`src/sysctl_pkg.sv`:
```
// package: timing counts, vectors and states for the bus system control block
package sysctl_pkg;
  localparam int unsigned CLK_HZ          = 20_000_000;
  localparam int unsigned RESET_INIT_NS   = 8_000;   // least init pulse for reset instruction
  localparam int unsigned RESET_INIT_CYC  = (RESET_INIT_NS * (CLK_HZ / 1_000_000) + 999) / 1_000;
  localparam int unsigned DOWN_INIT_NS    = 1_000;   // least delay after dc good drops
  localparam int unsigned DOWN_INIT_CYC   = (DOWN_INIT_NS * (CLK_HZ / 1_000_000) + 999) / 1_000;
  localparam int unsigned RESUME_INIT_CYC = RESET_INIT_CYC;
  localparam logic [8:0]  EVENT_VECTOR    = 9'h040;  // octal 100
  localparam logic [8:0]  POWER_FAIL_VECTOR = 9'h018; // octal 30
  localparam int unsigned CNT_W           = 16;

  typedef enum logic [2:0] {
    ST_POWER_UP   = 3'b000,
    ST_RUN        = 3'b001,
    ST_PWR_FAIL   = 3'b010,
    ST_DOWN_WAIT  = 3'b011,
    ST_POWER_DOWN = 3'b100
  } seq_state_type;
endpackage

```
`src/sync_if.sv`:
```
// interface: synchronised power, halt and event levels
`timescale 1ns/1ns
`default_nettype none
interface sync_if;
  logic dc_good;
  logic ac_good;
  logic halt;
  logic event_req;
  modport src (output dc_good, ac_good, halt, event_req);
  modport dst (input dc_good, ac_good, halt, event_req);
endinterface
`default_nettype wire

```
`src/status_sync.sv`:
```
// two-stage synchronisers for the asynchronous bus status inputs
`timescale 1ns/1ns
`default_nettype none
module status_sync #(
  parameter int unsigned N = 4
) (
  input  wire logic         clk_sys,
  input  wire logic         rst_n,
  input  wire logic [N-1:0] async_in,
  sync_if.src               sync
);
  logic [N-1:0] meta_r;
  logic [N-1:0] stable_r;

  // meta_r feeds stable_r only
  always_ff @(posedge clk_sys or negedge rst_n) begin
    if (!rst_n) begin
      meta_r   <= '0;
      stable_r <= '0;
    end else begin
      meta_r   <= async_in;  // see RULE_17
      stable_r <= meta_r;
    end
  end

  assign sync.dc_good   = stable_r[0];
  assign sync.ac_good   = stable_r[1];
  assign sync.halt      = stable_r[2];
  assign sync.event_req = stable_r[3];
endmodule
`default_nettype wire

```
`src/bus_system_control.sv`:
```
// bus system control: power sequencing, bus initialize, halt and line clock event
//
// Contract
// (RULE_01) refresh strobe is others' job; never driven
// (RULE_02) halt line forces console debug mode
// (RULE_03) programmed halt never drives halt line
// (RULE_04) initialize on power-down, power-up, reset, resume
// (RULE_05) supply asserts dc good after 3 ms
// (RULE_06) ac good after 70 ms dc good
// (RULE_07) ac good drop while running traps
// (RULE_08) release power-up initialize after dc good
// (RULE_09) supply drops dc good if unstable
// (RULE_10) dc good held 4 ms after ac drop
// (RULE_11) power-down runs to completion once started
// (RULE_12) pending master requests hold until initialize
// (RULE_13) reset instruction drives initialize 8 to 20 us
// (RULE_14) initialize at least 1 us after dc drop
// (RULE_15) dc good stays low at least 3 ms
// (RULE_16) event interrupt uses fixed vector octal 100
// (RULE_17) async status inputs pass two-stage synchroniser
`timescale 1ns/1ns
`default_nettype none
module bus_system_control #(
  parameter int unsigned RESET_CYC  = sysctl_pkg::RESET_INIT_CYC,
  parameter int unsigned DOWN_CYC   = sysctl_pkg::DOWN_INIT_CYC,
  parameter int unsigned RESUME_CYC = sysctl_pkg::RESUME_INIT_CYC
) (
  input  wire logic       clk_sys,
  input  wire logic       rst_n,
  input  wire logic       dc_power_good,
  input  wire logic       ac_power_good,
  input  wire logic       halt_request_line_n,
  input  wire logic       line_clock_event_n,
  input  wire logic       reset_instr,
  input  wire logic       console_resume,
  input  wire logic       halt_instr,
  input  wire logic       event_ack,
  input  wire logic       power_fail_ack,
  output logic            bus_initialize_n_out,
  output logic            bus_initialize_n_oe_n,
  output logic            halt_request_line_n_out,
  output logic            halt_request_line_n_oe_n,
  output logic            refresh_strobe_n_out,
  output logic            refresh_strobe_n_oe_n,
  output logic            console_debug_mode,
  output logic            cpu_run,
  output logic            power_fail_trap,
  output logic            event_irq,
  output logic [8:0]      irq_vector,
  output logic            vector_read_skip,
  output logic            resume_go
);
  sync_if sync ();

  status_sync #(
    .N (4)
  ) u_sync (
    .clk_sys  (clk_sys),
    .rst_n    (rst_n),
    .async_in ({~line_clock_event_n, ~halt_request_line_n, ac_power_good, dc_power_good}),
    .sync     (sync)
  );

  sysctl_pkg::seq_state_type state_r;
  sysctl_pkg::seq_state_type state_nxt;
  logic [sysctl_pkg::CNT_W-1:0] down_cnt_r;
  logic [sysctl_pkg::CNT_W-1:0] pulse_cnt_r;
  logic                         pulse_busy;
  logic                         ac_prev_r;
  logic                         dc_prev_r;
  logic                         debug_r;
  logic                         resume_pend_r;
  logic                         init_active;
  logic                         ac_fall;

  assign pulse_busy = (pulse_cnt_r != '0);
  assign ac_fall    = ac_prev_r & ~sync.ac_good;

  always_ff @(posedge clk_sys or negedge rst_n) begin
    if (!rst_n) begin
      ac_prev_r <= 1'b0;
      dc_prev_r <= 1'b0;
    end else begin
      ac_prev_r <= sync.ac_good;
      dc_prev_r <= sync.dc_good;
    end
  end

  // power sequencer
  always_comb begin
    state_nxt = state_r;
    case (state_r)
      sysctl_pkg::ST_POWER_UP: begin
        if (sync.dc_good) begin
          state_nxt = sysctl_pkg::ST_RUN;  // see RULE_08
        end
      end
      sysctl_pkg::ST_RUN: begin
        if (ac_fall) begin
          state_nxt = sysctl_pkg::ST_PWR_FAIL;  // see RULE_07
        end else if (!sync.dc_good) begin
          state_nxt = sysctl_pkg::ST_DOWN_WAIT;
        end
      end
      sysctl_pkg::ST_PWR_FAIL: begin
        // no way back to run: the whole power-down completes, see RULE_11
        if (!sync.dc_good) begin
          state_nxt = sysctl_pkg::ST_DOWN_WAIT;
        end
      end
      sysctl_pkg::ST_DOWN_WAIT: begin
        if (down_cnt_r >= DOWN_CYC[sysctl_pkg::CNT_W-1:0]) begin
          state_nxt = sysctl_pkg::ST_POWER_DOWN;  // see RULE_14
        end
      end
      sysctl_pkg::ST_POWER_DOWN: begin
        // dc good held low by supply for 3 ms; restart on return
        if (sync.dc_good && !dc_prev_r) begin
          state_nxt = sysctl_pkg::ST_POWER_UP;
        end
      end
      default: state_nxt = sysctl_pkg::ST_POWER_UP;
    endcase
  end

  always_ff @(posedge clk_sys or negedge rst_n) begin
    if (!rst_n) begin
      state_r <= sysctl_pkg::ST_POWER_UP;
    end else begin
      state_r <= state_nxt;
    end
  end

  always_ff @(posedge clk_sys or negedge rst_n) begin
    if (!rst_n) begin
      down_cnt_r <= '0;
    end else if (state_r != sysctl_pkg::ST_DOWN_WAIT) begin
      down_cnt_r <= '0;
    end else if (down_cnt_r != '1) begin
      down_cnt_r <= down_cnt_r + 1'b1;
    end
  end

  // timed initialize pulse for reset instruction and console resume
  always_ff @(posedge clk_sys or negedge rst_n) begin
    if (!rst_n) begin
      pulse_cnt_r <= '0;
    end else if (pulse_busy) begin
      pulse_cnt_r <= pulse_cnt_r - 1'b1;
    end else if (reset_instr && cpu_run) begin
      pulse_cnt_r <= RESET_CYC[sysctl_pkg::CNT_W-1:0];  // see RULE_13
    end else if (console_resume && debug_r && !sync.halt) begin
      pulse_cnt_r <= RESUME_CYC[sysctl_pkg::CNT_W-1:0];  // see RULE_04
    end
  end

  // resume waits until its initialize pulse has ended
  always_ff @(posedge clk_sys or negedge rst_n) begin
    if (!rst_n) begin
      resume_pend_r <= 1'b0;
      resume_go     <= 1'b0;
    end else begin
      resume_go <= 1'b0;
      if (!pulse_busy && console_resume && debug_r && !sync.halt && !resume_pend_r) begin
        resume_pend_r <= 1'b1;
      end else if (resume_pend_r && pulse_cnt_r == {{(sysctl_pkg::CNT_W-1){1'b0}}, 1'b1}) begin
        resume_pend_r <= 1'b0;
        resume_go     <= 1'b1;  // see RULE_04
      end
    end
  end

  // console debug mode and programmed halt
  always_ff @(posedge clk_sys or negedge rst_n) begin
    if (!rst_n) begin
      debug_r <= 1'b0;
    end else if (sync.halt) begin
      debug_r <= 1'b1;  // see RULE_02
    end else if (halt_instr && cpu_run) begin
      debug_r <= 1'b1;  // halt line stays released, see RULE_03
    end else if (resume_go) begin
      debug_r <= 1'b0;
    end
  end

  // power-fail trap request, held until taken or power-down
  always_ff @(posedge clk_sys or negedge rst_n) begin
    if (!rst_n) begin
      power_fail_trap <= 1'b0;
    end else if (state_r == sysctl_pkg::ST_RUN && ac_fall && !debug_r) begin
      power_fail_trap <= 1'b1;  // see RULE_07
    end else if (power_fail_ack || state_r == sysctl_pkg::ST_POWER_DOWN) begin
      power_fail_trap <= 1'b0;
    end
  end

  // line clock event: level request, internal vector, no vector read
  always_ff @(posedge clk_sys or negedge rst_n) begin
    if (!rst_n) begin
      event_irq        <= 1'b0;
      vector_read_skip <= 1'b0;
      irq_vector       <= '0;
    end else begin
      event_irq        <= sync.event_req & cpu_run & ~event_ack;
      vector_read_skip <= sync.event_req | power_fail_trap;  // see RULE_16
      if (power_fail_trap) begin
        irq_vector <= sysctl_pkg::POWER_FAIL_VECTOR;
      end else if (sync.event_req) begin
        irq_vector <= sysctl_pkg::EVENT_VECTOR;  // see RULE_16
      end
    end
  end

  assign init_active = (state_r == sysctl_pkg::ST_POWER_UP) ||
                       (state_r == sysctl_pkg::ST_POWER_DOWN) || pulse_busy;

  // open-drain bus lines: enable low means pulling the line low
  always_ff @(posedge clk_sys or negedge rst_n) begin
    if (!rst_n) begin
      bus_initialize_n_oe_n <= 1'b0;  // initialize asserted through reset
    end else begin
      bus_initialize_n_oe_n <= ~init_active;  // see RULE_04
    end
  end

  assign bus_initialize_n_out     = 1'b0;
  assign halt_request_line_n_out  = 1'b0;
  assign halt_request_line_n_oe_n = 1'b1;  // see RULE_03
  // refresh is left to memory or dma masters, see RULE_01
  assign refresh_strobe_n_out     = 1'b0;
  assign refresh_strobe_n_oe_n    = 1'b1;
  assign console_debug_mode       = debug_r;
  assign cpu_run = (state_r == sysctl_pkg::ST_RUN || state_r == sysctl_pkg::ST_PWR_FAIL) &&
                   !debug_r && !pulse_busy;
endmodule
`default_nettype wire

```
`config.mk`:
```
export PLATFORM = sky130hd
export DESIGN_NAME = bus_system_control
export DESIGN_NICKNAME = d
export VERILOG_FILES = /design/src/sysctl_pkg.sv /design/src/sync_if.sv /design/src/status_sync.sv /design/src/bus_system_control.sv
export SDC_FILE = /design/constraint.sdc
export NUM_CORES = 1
export LEC_CHECK = 0
export ABC_AREA = 1
export BUFFER_PORTS_ARGS = -buffer_cell sky130_fd_sc_hd__clkbuf_2
export CORE_MARGIN = 2
export CORE_UTILIZATION = 44
export DETAILED_ROUTE_END_ITERATION = 10
export GPL_ROUTABILITY_DRIVEN = 0
export HOLD_SLACK_MARGIN = 0.05
export MAX_ROUTING_LAYER = met4
export PLACE_DENSITY = 0.63
export SLEW_MARGIN = 40
export SYNTH_ARGS = -nofsm -noshare
export SYNTH_HDL_FRONTEND = slang
export SYNTH_SLANG_ARGS = --single-unit
export TNS_END_PERCENT = 1
```
`constraint.sdc`:
```
create_clock -name clk_sys -period 1.33 [get_ports clk_sys]
set_input_delay 0.0665 -clock clk_sys [delete_from_list [all_inputs] [get_ports clk_sys]]
set_output_delay 0.0665 -clock clk_sys [all_outputs]
set_load 0.02 [all_outputs]
```
---- Word level (Yosys, flattened, before mapping) ----
Index checks and enable logic that the tools add are counted.
word-level totals
  register bits ........................... 61
  bits of input ports ..................... 11
  logic and storage cells ................. 91
  output and inout port bits .............. 21
operators by class
  bitwise operators ....................... 9
  multiplexer cells ....................... 22
  reduce and logical (&&, ||, !) cells .... 32
  add/sub/neg operators ................... 2
  order comparisons ....................... 1
  equal/unequal tests ..................... 10
operators by type and width
  cell                                                                      number
  16-bit two-way mux                                                        5
  9-bit two-way mux                                                         2
  16-bit by 1-bit adder with 16-bit output (second input constant)          1
  16-bit by 1-bit == test with 1-bit output (second input constant)         1
  16-bit by 5-bit >= comparator with 1-bit output (second input constant)   1
  16-bit inequality test (second input constant)                            1
  16-bit nonzero test                                                       1
  16-bit by 1-bit subtractor with 16-bit output (second input constant)     1
  3-bit two-way mux                                                         5
  3-bit case mux with 5 select lines                                        1
  1-bit logical AND                                                         14
  1-bit two-way mux                                                         9
  2-bit nonzero test                                                        4
  3-bit by 2-bit == test with 1-bit output (second input constant)          2
  3-bit nonzero test                                                        2
  1-bit zero test                                                           5
  1-bit NOT                                                                 5
  1-bit logical OR                                                          4
  2-bit inequality test (second input constant)                             2
  1-bit AND                                                                 3
  3-bit by 1-bit == test with 1-bit output (second input constant)          1
  3-bit == test (second input constant)                                     1
  3-bit zero test                                                           1
  3-bit by 2-bit inequality test with 1-bit output (second input constant)  1
  other kinds (3)                                                           3

---- Logic depth before layout (Yosys ltp) ----
  depth in word-level cells ............... 7
  gate-level depth with buffers ........... 9

---- Hierarchy ----
From an unflattened synthesis, not the netlist that was laid out.
unflattened totals
  cell total of the unflattened synthesis .. 376
  area total of the unflattened synthesis .. 2,915.3 µm²
by module, submodules not included
  module              area each (µm²)  seq. area each (µm²)  instances  cells an instance
  bus_system_control  2,715.1          1,151.1               1          368
  status_sync         200.2            200.2                 1          8

---- Worst setup path after synthesis ----
No wires, ideal clock.
  path kind ............................... register to register
  start point ............................. register pulse_cnt_r[1] (netlist bit)
  end point ............................... register debug_r, in the netlist console_debug_mode
  path slack .............................. -100 ps
  data arrival time ....................... 1,366 ps
  library setup time ...................... 64 ps
  stages on the path, launching flop included .. 8
  period minus slack after synthesis ...... 1,430 ps
  cell sequence ........................... dfrtp_1 inv_1 ha_1 nand2_1 nor2_1 nand2_4 nor2_2 a21o_1
on the way
  longest elaborated chain between the ends .. 6
  elaborated cells between the ends (all ways) .. 7
RTL lines
  item                     line                       source
  from (decl)              bus_system_control.sv:67   logic [sysctl_pkg::CNT_W-1:0] pulse_cnt_r;
  from (signal assigned)   bus_system_control.sv:149  pulse_cnt_r <= pulse_cnt_r - 1'b1;
  from (signal assigned)   bus_system_control.sv:151  pulse_cnt_r <= RESET_CYC[sysctl_pkg::CNT_W-1:0];
  from (signal assigned)   bus_system_control.sv:153  pulse_cnt_r <= RESUME_CYC[sysctl_pkg::CNT_W-1:0];
  16-bit nonzero test (*)  bus_system_control.sv:76   assign pulse_busy = (pulse_cnt_r != '0);
  1-bit zero test (*)      bus_system_control.sv:234  !debug_r && !pulse_busy;
  1-bit logical AND (*)    bus_system_control.sv:234
  net cpu_run              bus_system_control.sv:46   output logic cpu_run,
  1-bit logical AND (*)    bus_system_control.sv:179  end else if (halt_instr && cpu_run) begin
  1-bit two-way mux        bus_system_control.sv:179
  1-bit two-way mux        bus_system_control.sv:177  end else if (sync.halt) begin
  to (signal assigned)     bus_system_control.sv:176  debug_r <= 1'b0;
  to (signal assigned)     bus_system_control.sv:178  debug_r <= 1'b1;
  to (signal assigned)     bus_system_control.sv:180  debug_r <= 1'b1;
  to (decl)                bus_system_control.sv:71   logic debug_r;
Mark *: on every way through the listed nets, which the timed path passes. The rest lies on a longest branch.
A chain may end at the register's enable or synchronous reset.

---- Final worst setup path ----
  start point ............................. register pulse_cnt_r[0] (netlist bit)
  end point ............................... output port cpu_run
on the way
  longest elaborated chain between the ends .. 3
RTL lines
  item                 line
  16-bit nonzero test  bus_system_control.sv:76
  1-bit zero test      bus_system_control.sv:234
  1-bit logical AND    bus_system_control.sv:234
  to (decl)            bus_system_control.sv:46
Every way passes these cells.

==> metrics.md <==
| Metric | Value |
|---|---|
| Status | `finished with violations` |
| Violated checks | `setup timing` |
| Synth Instances | `380` |
| CP required | `1.26 ns` |
| Fmax | `662 MHz` |
| DR vias | `2639` |
| Pre-CTS WS | `-0.128 ns` |
| Clock root cell | `clkbuf_8` |
| HP Class | `in2reg` |
| GRT Overall Usage | `19.3%` |
| Initial antenna violation count | `0` |
| Setup violators final | `30` |
| NumNets Final | `476` |
| Synth Area in Simple Gates | `37.2%` |
| Worst Setup End Kind | `primary output` |
| Share of the synthesized area in the top cell type | `44.4%` |
| Tcrit/Tclk final | `114%` |
| GRT Residual Overflow | `0` |
| Num CTS Buffers | `5` |
| Starting Density | `45.1%` |
| Max Cap Viol | `0` |
| Post-DP HPWL | `4860 um` |
| Crit path buf inv count | `2` |
| Start point of the worst hold path | `reset_instr` |
| Layout cells sized above 1 | `31.2%` |
| Post-synthesis xor/xnor area fraction | `0.288%` |
| Clk_lat worst skew | `0.32 ns` |
| Post-DRT Antenna Nets | `0` |
| Mapped Area | `3040 um^2` |
| Fin util | `57.6%` |
| Die W | `87.2 um` |
| Flop2flop setup slack | `-0.08 ns` |
| Crit path DAT | `1.45 ns` |
| Worst setup margin | `-0.182 ns` |
| ANT cells | `0` |
| Deepest clock path buffer count | `2` |
| DR iter-0 viols | `105` |
| I/O Pins | `32` |
| Most frequent cells in the layout | `72 x nand2_1, 53 x dfrtp_1, 46 x buf_4` |
| CP max-delay cell | `dfrtp_1` |
| Worst Clk Skew | `0.0111 ns` |
| Static Leak | `2.02 nW` |
| Hold WS | `0.163 ns` |
| Reg2reg end | `pulse_cnt_r[14]$_DFFE_PN0P_` |
| Commonest non-fill, non-tap cell in the layout | `nand2_1` |
| Area grow syn2layout | `27.9%` |
| Worst Hold End | `pulse_cnt_r[1]$_DFFE_PN0P_` |
| Die area | `7600 um^2` |
| Origin of the critical flop-to-flop path | `pulse_cnt_r[0]$_DFFE_PN0P_` |
| Avg WL per Cell | `12.2 um` |
| Max incr delay on CP | `0.40 ns` |
| TritonCTS Sinks | `54` |
| Slew Viols, Final | `0` |
| DRT Pass-1 Iters | `4` |
| DRC Markers | `0` |
| Dpl cells | `514` |
| Mapped Avg Cell Area | `8.01 um^2` |
| VDD IR max | `0.685 mV` |
| Synth top area cells | `dfrtp_1 44%, nand2_1 10%, nand3_1 6.7%, nor2_1 6.3%, inv_1 6.2%` |
| Non-filler cells, final | `541` |
| Buffers on Ports | `20` |
| CTS tree | `done` |
| Critical Path Start Type | `flip-flop` |
| Sequential area share after synthesis | `44.4%` |
| Final wirelength | `6580 um` |
| Vias in the first global route | `2473` |
| Worst-path clk slew | `0.11 ns` |
| Synth cell types | `39` |
| Die height | `87.2 um` |
| Largest family of logic cells by synthesized area | `simple AND/OR/NAND/NOR gates` |
| Synth Area in Compound Gates | `4.89%` |
| Adder-cell area share of the yosys netlist | `2.06%` |
| Core Area | `6760 um^2` |
| # H-tree levels | `2` |
| Row count | `30` |
| Reg2Reg Depth | `7` |
| Hold Path Depth | `4` |
| Number of hold violations in the final report | `0` |
| Pin count of the biggest net entering global routing | `55` |
| Critical Path Fanout Max | `4` |
| CP top delay family | `flip-flops` |
| Multiplexer share of the synthesized area | `0%` |
| P per Cell Area | `936 nW/um^2` |
| Routed vias/inst | `4.88` |
| Ys Warns | `0` |
| RSZ-0062 raised after global routing | `true` |
| Crit-path cells | `inv_2 -> ha_4 -> nand2_4 -> nor2_4 -> nand2_4 -> nor2_4 -> buf_8` |
| Setup Crit Path Kind | `reg2out` |
| Post-synth top area cell | `dfrtp_1` |
| Min Clock Period, post-route | `1.51 ns` |
| Yosys reg bits | `54` |
| First-pass GRT wire length | `11300 um` |
[state kept, by name, summed over array words and instances (netlist names), 2 cells and up]
register / count
u_sync.meta_r: 4
irq_vector: 2
down_cnt_r: 16
u_sync.stable_r: 4
state_r: 3
pulse_cnt_r: 16
[area by class of cell]
cell class	instances	area, um^2
clock buffers	5	68.8
clock inverters	3	26.3
fillers	620	2860
inverters	52	198
multi-input cells	267	1530
flip-flops and latches	54	1350
well taps	80	100
repair buffers	80	621
[what timing repair did]
| action | in CTS | in global routing |
|---|---|---|
| gates cloned | 0 | 0 |
| endpoints found under the setup margin | 30 | 41 |
| hold buffers | 8 | 0 |
| resized for setup | 28 | 13 |
| setup buffers | 5 | 6 |
| pin swaps | 7 | 7 |
| hold endpoints to repair | 61 | 0 |
[worst register-to-register path: stages (launching register included)]
cell     delay, ns
dfrtp_1       0.40
inv_2         0.10
ha_1          0.20
nand2_1       0.15
nor2_2        0.14
inv_1         0.07
o21ai_0       0.14
o21ai_0       0.09
[synthesized netlist by cell type (all sizes together)]
master  count
a21boi      1
a21o        1
a21oi       6
a31oi       1
and2        1
and3        1
buf        16
conb        2
dfrtp      54
ha          5
inv        52
nand2      89
nand3      41
nand4      10
nor2       59
nor3       17
nor4        2
o21ai      11
o21bai      2
o31ai       2
o32ai       1
or2         5
xor2        1
[how the worst max path moves through the flow]
stage	startpoint	end	slack [ns]	cells after the start
3_3_place_gp	pulse_cnt_r[1]$_DFFE_PN0P_	pulse_cnt_r[14]$_DFFE_PN0P_	-0.11	6
4_1_cts	pulse_cnt_r[1]$_DFFE_PN0P_	cpu_run	-0.21	7
6_report	pulse_cnt_r[0]$_DFFE_PN0P_	cpu_run	-0.18	7
2_1_floorplan	pulse_cnt_r[1]$_DFFE_PN0P_	pulse_cnt_r[5]$_DFFE_PN0P_	0.003	9
5_1_grt	pulse_cnt_r[0]$_DFFE_PN0P_	cpu_run	-0.27	7
3_5_place_dp	pulse_cnt_r[0]$_DFFE_PN0P_	pulse_cnt_r[14]$_DFFE_PN0P_	-0.13	6
[stage by stage]
stage / setup TNS [ns] / area (um^2) / power, mW
after global routing: -5.40 / 3890 / 3.86
final: -1.27 / 3890 / 3.65
after detailed placement: -1.67 / 3490 / 2.49
after global placement: -0.619 / 3490 / 2.47
after CTS: -1.58 / 3800 / 3.57
after floorplan: 0 / 3100 / 2.28
[cell families (layout without fill, tap and decap cells)]
family | count (synthesis) | in the layout
AOI/OAI and AO/OA | 25 | 25
adders and majority gates | 5 | 5
other | 2 | 11
xor gates and xnor gates | 1 | 1
and+or+nand+nor | 225 | 225
DFF | 54 | 54
buffers and inverters | 68 | 140
[metal layers]
metal | up-vias | part of all wire, % | GRT usage, %
met1 | 1226 | 47 | 26.2
met4 | 0 | 1.9 | 6.29
met5 | - | 0 | -
li1 | 1351 | - | -
met2 | 50 | 48 | 29.6
met3 | 12 | 3.6 | 3.32
[report_power, final]
group          internal, mW  switching (mW)
Combinational         0.350           0.510
Clock                 0.393           0.604
Sequential             1.72          0.0650
Total                  2.47            1.18
Note: power is estimated with default switching activity, not from simulation.
